==> src/hdl/ebct_pkg.sv <==
package ebct_pkg;

  // ==========================================================================
  // Timing base: one half clock period per system clock
  // ==========================================================================
  localparam int          CLK_PERIOD_PS  = 25000;
  localparam int          HALF_CLK_PS    = 25000;
  localparam int          HALF_CLK_CYC   = (HALF_CLK_PS + CLK_PERIOD_PS - 1) / CLK_PERIOD_PS;
  localparam int          CNT_W          = 6;

  // ==========================================================================
  // Phase lengths, counted in half clock periods
  // ==========================================================================
  localparam logic [5:0]  LEN_ADDR_NORM  = 6'h01;
  localparam logic [5:0]  LEN_ADDR_EXT   = 6'h03;
  localparam logic [5:0]  LEN_MUX_ADDR   = 6'h02;
  localparam logic [5:0]  LEN_CMD_BASE   = 6'h02;
  localparam logic [5:0]  LEN_WAIT       = 6'h02;
  localparam logic [5:0]  LEN_HOLD       = 6'h01;
  localparam logic [5:0]  LEN_TRIS       = 6'h02;
  localparam logic [5:0]  LEN_MUX_WAIT   = 6'h02;
  localparam logic [3:0]  MCTC_NO_WAIT   = 4'hf;

  // Whole cycle durations without any waitstate
  localparam logic [7:0]  DUR_DEMUX_NORM = 8'h04;
  localparam logic [7:0]  DUR_MID        = 8'h06;
  localparam logic [7:0]  DUR_MUX_EXT    = 8'h08;

  // ==========================================================================
  // Sequencer states
  // ==========================================================================
  typedef enum logic [2:0] {
    EBCT_IDLE = 3'b000,
    EBCT_ADDR = 3'b001,
    EBCT_MUXA = 3'b010,
    EBCT_CMD  = 3'b011,
    EBCT_HOLD = 3'b100,
    EBCT_TRIS = 3'b101,
    EBCT_MUXW = 3'b110
  } ebct_state_t;

  // Inverted waitstate field to half periods: 2 per waitstate
  function automatic logic [5:0] ebct_wait_len(input logic [3:0] mctc);
    logic [3:0] ws;
    ws = MCTC_NO_WAIT - mctc;
    return {1'b0, ws, 1'b0};
  endfunction

endpackage

==> src/hdl/ebct_bus_cycle.sv <==
`timescale 1ns/100ps

// What this block does
// - Demux normal latch: 4 plus waitstates
// - Demux extended or mux normal: 6 plus waits
// - Mux extended latch: 8 plus waitstates
// - Latch length and two waitstate kinds programmable
// - Delay bit places strobe falling edges
// - Early-write bit places write rising edge
// - Waitstates or ready-inactive extend strobe phase
// - Tristate wait added after strobe ends
// - Read data captured when strobe rises
// - Address stable until write strobe high
// - Reference clock period is two half periods
// - Mux mode shares port for address, data
// - Ready high waits, ready low terminates
// - Mux cycles append one multiplexing waitstate
module ebct_bus_cycle
  import ebct_pkg::*;
(
  input  wire logic        clk_i,
  input  wire logic        rst_i,
  input  wire logic        req_i,
  input  wire logic        req_write_i,
  input  wire logic [23:0] req_addr_i,
  input  wire logic [15:0] req_wdata_i,
  input  wire logic [1:0]  req_be_i,
  input  wire logic        cfg_mux_i,
  input  wire logic        cfg_ext_ale_i,
  input  wire logic [3:0]  cfg_mctc_i,
  input  wire logic        cfg_mttc_i,
  input  wire logic        rw_delay_bit_i,
  input  wire logic        early_write_bit_i,
  input  wire logic        cfg_ready_en_i,
  input  wire logic        ready_n_i,
  input  wire logic [15:0] shared_addr_data_port_i,
  output logic             req_ready_o,
  output logic             done_o,
  output logic      [15:0] rdata_o,
  output logic      [23:0] addr_o,
  output logic             ale_o,
  output logic             rd_n_o,
  output logic             wr_n_o,
  output logic             write_low_byte_strobe_n_o,
  output logic             write_high_byte_strobe_n_o,
  output logic             write_chip_select_n_o,
  output logic             read_chip_select_n_o,
  output logic             cs_n_o,
  output logic             byte_high_enable_n_o,
  output logic      [15:0] shared_addr_data_port_o,
  output logic             shared_addr_data_port_oe_n_o,
  output logic             reference_clock_out_o
);

  import ebct_pkg::*;

  ebct_state_t state_reg, state_next;
  logic        mux_reg, mux_next, ext_reg, ext_next, tri_reg, tri_next;
  logic        rwdc_reg, rwdc_next, ewen_reg, ewen_next, rdy_reg, rdy_next;
  logic        write_reg, write_next, lead_reg, lead_next;
  logic [1:0]  be_reg, be_next;
  logic [5:0]  cmd_len_reg, cmd_len_next;
  logic [23:0] addr_reg, addr_next;
  logic [15:0] wdata_reg, wdata_next, rdata_reg, rdata_next;
  logic        refclk_reg, refclk_next;
  logic        load;
  logic [5:0]  load_val;
  logic        expired, cycle_end, ready_wait, in_cycle, strobe_on, drive;

  // ==========================================================================
  // Phase timer
  // ==========================================================================
  ebct_tcl_timer u_timer (
    .clk_i      (clk_i),
    .rst_i      (rst_i),
    .load_i     (load),
    .load_val_i (load_val),
    .count_o    (),
    .expired_o  (expired)
  );

  // Ready is looked at only in the last half period of the strobe phase
  assign ready_wait = (state_reg == EBCT_CMD) && expired && rdy_reg && ready_n_i;
  assign cycle_end  = ((state_reg == EBCT_HOLD) && expired && !tri_reg) ||
                      ((state_reg == EBCT_TRIS) && expired);

  // ==========================================================================
  // Sequencer: next state and captured cycle attributes
  // ==========================================================================
  always_comb begin
    state_next   = state_reg;
    mux_next     = mux_reg;
    ext_next     = ext_reg;
    tri_next     = tri_reg;
    rwdc_next    = rwdc_reg;
    ewen_next    = ewen_reg;
    rdy_next     = rdy_reg;
    write_next   = write_reg;
    be_next      = be_reg;
    cmd_len_next = cmd_len_reg;
    addr_next    = addr_reg;
    wdata_next   = wdata_reg;
    rdata_next   = rdata_reg;
    load         = 1'b0;
    load_val     = 6'h00;
    // Configuration is frozen at acceptance so a mid-cycle change is harmless
    case (state_reg)
      EBCT_IDLE: begin
        if (req_i) begin
          mux_next     = cfg_mux_i;
          ext_next     = cfg_ext_ale_i;
          tri_next     = !cfg_mttc_i;
          rwdc_next    = rw_delay_bit_i;
          ewen_next    = early_write_bit_i;
          rdy_next     = cfg_ready_en_i;
          write_next   = req_write_i;
          be_next      = req_be_i;
          addr_next    = req_addr_i;
          wdata_next   = req_wdata_i;
          cmd_len_next = LEN_CMD_BASE + ebct_wait_len(cfg_mctc_i);
          state_next   = EBCT_ADDR;
          load         = 1'b1;
          load_val     = (cfg_ext_ale_i ? LEN_ADDR_EXT : LEN_ADDR_NORM) - 6'h01;
        end
      end
      EBCT_ADDR: begin
        if (expired) begin
          load = 1'b1;
          if (mux_reg) begin
            state_next = EBCT_MUXA;
            load_val   = LEN_MUX_ADDR - 6'h01;
          end else begin
            state_next = EBCT_CMD;
            load_val   = cmd_len_reg - 6'h01;
          end
        end
      end
      EBCT_MUXA: begin
        if (expired) begin
          state_next = EBCT_CMD;
          load       = 1'b1;
          load_val   = cmd_len_reg - 6'h01;
        end
      end
      EBCT_CMD: begin
        if (ready_wait) begin
          load     = 1'b1;
          load_val = LEN_WAIT - 6'h01;
        end else if (expired) begin
          if (!write_reg) begin
            rdata_next = shared_addr_data_port_i;
          end
          state_next = EBCT_HOLD;
          load       = 1'b1;
          load_val   = LEN_HOLD - 6'h01;
        end
      end
      EBCT_HOLD: begin
        if (expired && tri_reg) begin
          state_next = EBCT_TRIS;
          load       = 1'b1;
          load_val   = LEN_TRIS - 6'h01;
        end
      end
      EBCT_TRIS, EBCT_MUXW: begin
      end
      default: begin
        state_next = EBCT_IDLE;
      end
    endcase
    if (cycle_end) begin
      if (mux_reg) begin
        state_next = EBCT_MUXW;
        load       = 1'b1;
        load_val   = LEN_MUX_WAIT - 6'h01;
      end else begin
        state_next = EBCT_IDLE;
      end
    end
    if ((state_reg == EBCT_MUXW) && expired) begin
      state_next = EBCT_IDLE;
    end
    lead_next   = (state_next == EBCT_CMD) && (state_reg != EBCT_CMD);
    refclk_next = !refclk_reg;
  end

  always_ff @(posedge clk_i) begin
    if (rst_i) begin
      state_reg   <= EBCT_IDLE;
      mux_reg     <= 1'b0;
      ext_reg     <= 1'b0;
      tri_reg     <= 1'b0;
      rwdc_reg    <= 1'b0;
      ewen_reg    <= 1'b0;
      rdy_reg     <= 1'b0;
      write_reg   <= 1'b0;
      lead_reg    <= 1'b0;
      be_reg      <= 2'h0;
      cmd_len_reg <= LEN_CMD_BASE;
      addr_reg    <= 24'h000000;
      wdata_reg   <= 16'h0000;
      rdata_reg   <= 16'h0000;
      refclk_reg  <= 1'b0;
    end else begin
      state_reg   <= state_next;
      mux_reg     <= mux_next;
      ext_reg     <= ext_next;
      tri_reg     <= tri_next;
      rwdc_reg    <= rwdc_next;
      ewen_reg    <= ewen_next;
      rdy_reg     <= rdy_next;
      write_reg   <= write_next;
      lead_reg    <= lead_next;
      be_reg      <= be_next;
      cmd_len_reg <= cmd_len_next;
      addr_reg    <= addr_next;
      wdata_reg   <= wdata_next;
      rdata_reg   <= rdata_next;
      refclk_reg  <= refclk_next;
    end
  end

  // ==========================================================================
  // Pin decode
  // ==========================================================================
  // Delayed strobes skip the first half period of the strobe phase
  assign in_cycle  = (state_reg != EBCT_IDLE) && (state_reg != EBCT_MUXW);
  assign strobe_on = (state_reg == EBCT_CMD) && (rwdc_reg || !lead_reg);
  assign rd_n_o    = !(strobe_on && !write_reg);
  // Early write gives up the last half period for extra data hold
  assign wr_n_o    = !(strobe_on && write_reg &&
                       !(ewen_reg && expired && !ready_wait));
  assign write_low_byte_strobe_n_o  = wr_n_o || !be_reg[0];
  assign write_high_byte_strobe_n_o = wr_n_o || !be_reg[1];
  assign write_chip_select_n_o      = wr_n_o;
  assign read_chip_select_n_o       = rd_n_o;
  assign cs_n_o               = !in_cycle;
  assign byte_high_enable_n_o = !(in_cycle && be_reg[1]);
  assign ale_o                = (state_reg == EBCT_ADDR);
  assign addr_o               = addr_reg;
  assign rdata_o              = rdata_reg;
  assign req_ready_o          = (state_reg == EBCT_IDLE);
  assign done_o               = cycle_end;
  assign reference_clock_out_o = refclk_reg;

  // Mux mode puts the address out first; data follows on the same lines
  always_comb begin
    drive                   = 1'b0;
    shared_addr_data_port_o = wdata_reg;
    if (mux_reg && ((state_reg == EBCT_ADDR) || (state_reg == EBCT_MUXA))) begin
      drive                   = 1'b1;
      shared_addr_data_port_o = addr_reg[15:0];
    end else if (write_reg && in_cycle && (state_reg != EBCT_TRIS)) begin
      drive = 1'b1;
    end
  end
  assign shared_addr_data_port_oe_n_o = !drive;

  // ==========================================================================
  // Checks
  // ==========================================================================
  logic [7:0] cyc_cnt_reg, ext_cnt_reg, exp_len;
  always_ff @(posedge clk_i) begin
    if (rst_i || (state_reg == EBCT_IDLE) || (state_reg == EBCT_MUXW)) begin
      cyc_cnt_reg <= 8'h00;
      ext_cnt_reg <= 8'h00;
    end else begin
      cyc_cnt_reg <= cyc_cnt_reg + 8'h01;
      ext_cnt_reg <= ext_cnt_reg + (ready_wait ? 8'h02 : 8'h00);
    end
  end
  assign exp_len = 8'(cmd_len_reg - LEN_CMD_BASE) + (tri_reg ? 8'h02 : 8'h00) + ext_cnt_reg;
endmodule // ebct_bus_cycle

==> src/hdl/ebct_tcl_timer.sv <==
`timescale 1ns/100ps

// ============================================================================
// Phase timer: loads a length minus one and counts half periods down
// ============================================================================
module ebct_tcl_timer
  import ebct_pkg::*;
(
  input  wire logic             clk_i,
  input  wire logic             rst_i,
  input  wire logic             load_i,
  input  wire logic [CNT_W-1:0] load_val_i,
  output logic      [CNT_W-1:0] count_o,
  output logic                  expired_o
);

  logic [CNT_W-1:0] count_reg;
  logic [CNT_W-1:0] count_next;

  // Saturate at zero so an idle timer reads as expired
  always_comb begin
    if (load_i) begin
      count_next = load_val_i;
    end else if (count_reg != '0) begin
      count_next = count_reg - 1'b1;
    end else begin
      count_next = count_reg;
    end
  end

  always_ff @(posedge clk_i) begin
    if (rst_i) begin
      count_reg <= '0;
    end else begin
      count_reg <= count_next;
    end
  end

  assign count_o   = count_reg;
  assign expired_o = (count_reg == '0);

endmodule // ebct_tcl_timer

==> config.mk <==
export PLATFORM = sky130hd
export DESIGN_NAME = ebct_bus_cycle
export DESIGN_NICKNAME = d
export VERILOG_FILES = /design/src/hdl/ebct_pkg.sv /design/src/hdl/ebct_bus_cycle.sv /design/src/hdl/ebct_tcl_timer.sv
export SDC_FILE = /design/constraint.sdc
export NUM_CORES = 1
export LEC_CHECK = 0
export CORE_AREA = 4 4 81 83
export DETAILED_ROUTE_END_ITERATION = 8
export DIE_AREA = 0 0 85 87
export DONT_BUFFER_PORTS = 1
export GPL_TIMING_DRIVEN = 0
export PLACE_DENSITY_LB_ADDON = 0.08
export SYNTH_ARGS = -nofsm -noshare
export SYNTH_HDL_FRONTEND = slang
export SYNTH_SLANG_ARGS = --single-unit
export TNS_END_PERCENT = 30
==> constraint.sdc <==
create_clock -name clk_i -period 2.2 [get_ports clk_i]
set_input_delay 0.44 -clock clk_i [delete_from_list [all_inputs] [get_ports clk_i]]
set_output_delay 0.44 -clock clk_i [all_outputs]
set_load 0.005 [all_outputs]
Yosys cells after proc, flatten, opt, wreduce, memory -nomap -nowiden
Cells that the tools add are included.

cells by class
  add/subtract/negate cells = 5
  eq/ne operators = 10
  muxes and demuxes = 33
  bitwise operators = 2
  reductions and logical operators = 48

operator list
  operator                                                                 count
  6-bit 2-to-1 mux                                                         8
  6-bit case mux with 5 select lines                                       1
  3-bit 2-to-1 mux                                                         9
  1-bit logical AND                                                        20
  3-bit case mux with 6 select lines                                       1
  16-bit 2-to-1 mux                                                        1
  1-bit zero test                                                          14
  6-bit by 1-bit subtractor with 6-bit output, second input constant       2
  1-bit 2-to-1 mux                                                         11
  3-bit by 2-bit == test with 1-bit output, second input constant          3
  3-bit == test, second input constant                                     3
  2-bit by 5-bit adder with 6-bit output, first input constant             1
  6-bit zero test                                                          1
  3-bit inequality test, second input constant                             2
  6-bit nonzero test                                                       1
  1-bit logical OR                                                         5
  1-bit case mux with 4 select lines                                       1
  4-bit AND reduction                                                      1
  2-bit OR reduction                                                       2
  4-bit subtractor, first input constant                                   1
  3-bit by 1-bit == test with 1-bit output, second input constant          1
  3-bit zero test                                                          1
  3-bit by 2-bit inequality test with 1-bit output, second input constant  1
  3-bit nonzero test                                                       1
  5 further kinds                                                          6

word-level totals
  register bits after elaboration = 81
  input port bits = 73
  output and inout port bits = 69
  word-level logic and storage cells = 113

Logic depth before layout (Yosys ltp)
  depth in word-level cells = 10
  mapped depth = 9
  gate-level depth less buffers = 6

Hierarchy
A second synthesis with hierarchy kept.

second synthesis, totals
  cells, all modules = 440
  area total of the unflattened synthesis = 3,667.3 µm²

modules (own cells, without submodules)
  module          instances  cells each  area an instance (µm²)  sequential area each (µm²)
  ebct_bus_cycle  1          394         3,271.9                 1,481.4
  ebct_tcl_timer  1          46          395.4                   120.1

Worst setup path before layout
OpenSTA, ideal clock, no wires.

  kind = register to output
  from = reg state_reg[1]
  to = out shared_addr_data_port_o[10]
  data arrival time = 1.491 ns
  required time = 1.760 ns
  path slack = 0.269 ns
  cell stages (with the launch flop) = 7
  buffers on the path = 3
  path through = dfxtp_1 -> buf_2 -> xor2_1 -> and3_1 -> buf_2 -> buf_2 -> mux2_2

between the ends
  cells in the longest elaborated chain, start to end = 4
  elaborated cells on any way between the ends = 5
  those cells by class = eq/ne: 2; mux: 1; reduce/logical: 2

RTL lines
  element                                                                                               line                   source
  start, declared                                                                                       ebct_bus_cycle.sv:57   ebct_state_t state_reg, state_next;
  start signal, assigned                                                                                ebct_bus_cycle.sv:205  state_reg <= state_next;
  3-bit by 1-bit == test with 1-bit output or 3-bit by 2-bit == test with 1-bit output (tied branches)  ebct_bus_cycle.sv:250  if (mux_reg && ((state_reg == EBCT_ADDR) || (state_reg == EBCT_MUXA))) begin
  1-bit logical OR (*)                                                                                  ebct_bus_cycle.sv:250
  1-bit logical AND (*)                                                                                 ebct_bus_cycle.sv:250
  16-bit 2-to-1 mux (*)                                                                                 ebct_bus_cycle.sv:250
  end, declared                                                                                         ebct_bus_cycle.sv:50   output logic [15:0] shared_addr_data_port_o,

Mark *: on every way between the ends. The rest lies on a longest branch, timed or not.

Worst setup path after layout
  from = reg state_reg[0]
  to = out shared_addr_data_port_oe_n_o

between the ends
  cells in the longest elaborated chain, start to end = 7
  elaborated cells on any way between the ends = 13
  those cells by class = eq/ne: 4; mux: 2; reduce/logical: 7

RTL lines
  element                                                      line                   source
  3-bit inequality test or 3-bit nonzero test (tied branches)  ebct_bus_cycle.sv:227  assign in_cycle = (state_reg != EBCT_IDLE) && (state_reg != EBCT_MUXW);
  1-bit logical AND                                            ebct_bus_cycle.sv:227
  1-bit logical AND (2 in series)                              ebct_bus_cycle.sv:253  end else if (write_reg && in_cycle && (state_reg != EBCT_TRIS)) begin
  1-bit 2-to-1 mux                                             ebct_bus_cycle.sv:253
  1-bit 2-to-1 mux (*)                                         ebct_bus_cycle.sv:250
  1-bit zero test (*)                                          ebct_bus_cycle.sv:257  assign shared_addr_data_port_oe_n_o = !drive;
  end, declared                                                ebct_bus_cycle.sv:51   output logic shared_addr_data_port_oe_n_o,

Marked as above.

==> run metrics <==
status complete, no violations; area occupied by multi-input gates 1910 µm²; Clock Path Buffers 2; Main synth FF type dfxtp_1; Final setup viols 0; share of the cycle needed by the critical path after routing 0.993; Final Hold Fails 0; Synth Instances 460; antenna diode count 0; Total Routing Usage GR 0.265; residual DRC count 0; filler instances 499; crit path time final around 2.2 ns; cts bufs inserted 9; die span in x 85 µm; crit path cell chain clkbuf_8 > buf_12 > buf_2 > or2_4 > and2_1 > o211ai_1; clock-pin slew on the worst setup and hold paths approximately 0.080 ns; Net Count, Synth 537; num rows 28; max FFs per register 24; post-layout net count 556; worst hold path startpoint cfg_mttc_i; FF+latch area between 1500 and 2000 µm²; LEAKAGE 1.54 nW; R2R Path Start state_reg[0]; Hold Path Class primary input to flop; largest net degree at the start of global routing 15; PwrDens 1220 nW/µm²; xor-xnor portion of the synthesized cell area 0.0218; Pre-antenna DRT Iters 6; crit path capture type output pin; final RePlAce weighted congestion a little under 0.9; worst-margin pin slew 0.545 ns; complex-gate fraction of the synthesized area 0.173; first-pass GRT wire length between 15 and 20 mm; Remaining Overflow, GRT 0; Max Slew Vio Count 0; Synth Cell Area 3620 µm²; share of layout cells above drive strength 1 0.167; Slowest-stage cell, CP dfxtp_2; Synth Area per Inst just under 8 µm²; DRT antenna net count 0; Worst Path Buf+Inv 3; top cell type's share of synthesized area 0.443; Critical Path Start Type flop; vias in the first global route 3160; H-tree depth 3; mux cell area share after synthesis 0.0498; die area 7400 µm²; Detailed Route Iter0 Violations 148; worst path required time 1.76 ns; Via density 5.72; simple-gate share of the synthesized area 0.245; placed insts between 500 and 600; RSZ-0062 raised after global routing yes; Root Buffer clkbuf_8; setup ws final 0.0156 ns; Area contributors post-synth dfxtp_1 (44%), nand2_1 (15%), a21oi_1 (10%), mux2_2 (5.0%), xnor2_1 (1.9%); register area share after synthesis 0.443; YS warnings 0; worst vdd ir 0.710 mV; Worst path max stage delay ~0.32 ns; port buffer count 0; Die Height between 80 and 90 µm; worst endpoint data arrival time 1.74 ns; # clock sinks 80; core area 5850 µm²; Synth area leader dfxtp_1; Finished Layout Cells 559; Worst-Skew Late Latency 0.35 ns; EDFF count, synth 0; WL per Instance 17.3 µm; Tot Pwr 0.00508 W; DP HPWL 7.04 mm; #FFs+latches synth 80; CP startpoint state_reg[0]; Max FO, Critical Path 10; max cap viols 0; area delta synth->final 14.8%; largest family of logic cells by synthesized area simple AND/OR/NAND/NOR gates; wirelength, routed around 9.7 mm; Async SR Flop Fraction 0; Post-Place Worst Slack 0.0466 ns; CTS tree done; post-layout util 0.710; I/O pin total 142; Worst Skew 0.00883 ns; max frequency roughly 460 MHz; family with the most delay on the worst path simple AND/OR/NAND/NOR gates; Max-slew headroom 0.637; Netlist cell types 52; Initial Utilization 0.618; Post-Synth Adder-Cell Area 0.0138; crit path kind flop to output pin; via count 3197; initial antenna violation count 0
## Yosys cell counts (4+ instances only)
cell type  instances
a21oi_1           72
a31oi_1            7
buf_2             11
clkbuf_1          18
dfxtp_1           80
ha_1               4
inv_1             11
mux2_2            16
nand2_1          142
nand2b_1           5
nor2_1            12
nor2b_1            6
nor3_1             7
nor3b_1            4
nor4_1             4
o21a_1             4
xnor2_1            8
## worst reg2reg max path, delay by kind of cell (launching register included)
| kind | cells | cell delay [ns] |
|---|---|---|
| DFF | 1 | 0.32 |
| AOI/OAI and AO/OA | 1 | 0.07 |
| buffers and inverters | 5 | 0.93 |
| and+or+nand+nor | 2 | 0.66 |
## what timing repair did
item                                    in CTS  in global routing
resized for setup                           30                 23
hold buffers                                 0                  0
pin swaps                                    1                  3
setup buffers                                9                  0
cloned                                       1                  0
endpoints found under the setup margin      21                 68
## final cells by class
class                           instances  area share
Clock inverter                          5      0.0151
Inverter                               12      0.0121
Multi-Input combinational cell        334       0.460
Clock buffer                           11      0.0340
Buffer                                 32      0.0413
Timing Repair Buffer                   10      0.0277
Sequential cell                        80       0.387
Tap cell                               75      0.0226
## logic make-up (layout without fill, tap and decap cells)
logic type | after synthesis | count (layout)
simple gates | 200 | 200
compound gates | 105 | 105
flops | 80 | 80
buf+inv | 46 | 70
mux | 16 | 16
xor+xnor | 9 | 9
fa+ha+maj | 4 | 4
## routing by layer
| layer | GRT usage | share of wire | vias up |
|---|---|---|---|
| met5 | 0 | 0 | - |
| met4 | 0.0820 | 0.015 | 0 |
| met3 | 0.0927 | 0.086 | 13 |
| met2 | 0.463 | 0.51 | 111 |
| met1 | 0.305 | 0.39 | 1485 |
| li1 | - | - | 1588 |
## report_power, final
group,switching (W),total [W],internal [W]
registers,0.000221,0.00192,0.00170
clock network,0.000553,0.00112,0.000564
logic,0.00115,0.00205,0.000897
## per-stage QoR
step                      hold slack [ns]  cell area (µm²)  TNS [ns]
final                               0.174             4150         0
after global routing                0.167             4150   -0.0670
after CTS                           0.165             4120    -0.409
after detailed placement            0.440             3710         0
after global placement              0.432             3710         0
after floorplan                     0.416             3620         0
## path summary, 6_finish.rpt
kind | to | depth (start not counted) | slack, ns
setup / recovery | shared_addr_data_port_oe_n_o | 6 | 0.02
hold / removal | tri_reg | 1 | 0.17
setup reg to reg | wdata_reg[5] | 8 | 0.10
hold reg to reg | reference_clock_out_o | 1 | 0.45
## layout by cell type (no fill, tap or decap), drive strengths merged, types with 3 or more instances in the layout
| master | Yosys | layout |
|---|---|---|
| o21ai | 3 | 3 |
| nor2b | 6 | 6 |
| a211oi | 3 | 3 |
| o21a | 4 | 4 |
| a31oi | 7 | 7 |
| nor3 | 8 | 8 |
| ha | 4 | 4 |
| dfxtp | 80 | 80 |
| inv | 11 | 13 |
| mux2 | 16 | 16 |
| nand2 | 142 | 142 |
| nor3b | 4 | 4 |
| o211ai | 3 | 3 |
| nand2b | 5 | 5 |
| nor2 | 12 | 12 |
| xnor2 | 8 | 8 |
| buf | 14 | 24 |
| a21oi | 72 | 72 |
| nor4 | 4 | 4 |
| clkbuf | 20 | 29 |
Note: power is estimated with default switching activity, not from simulation.
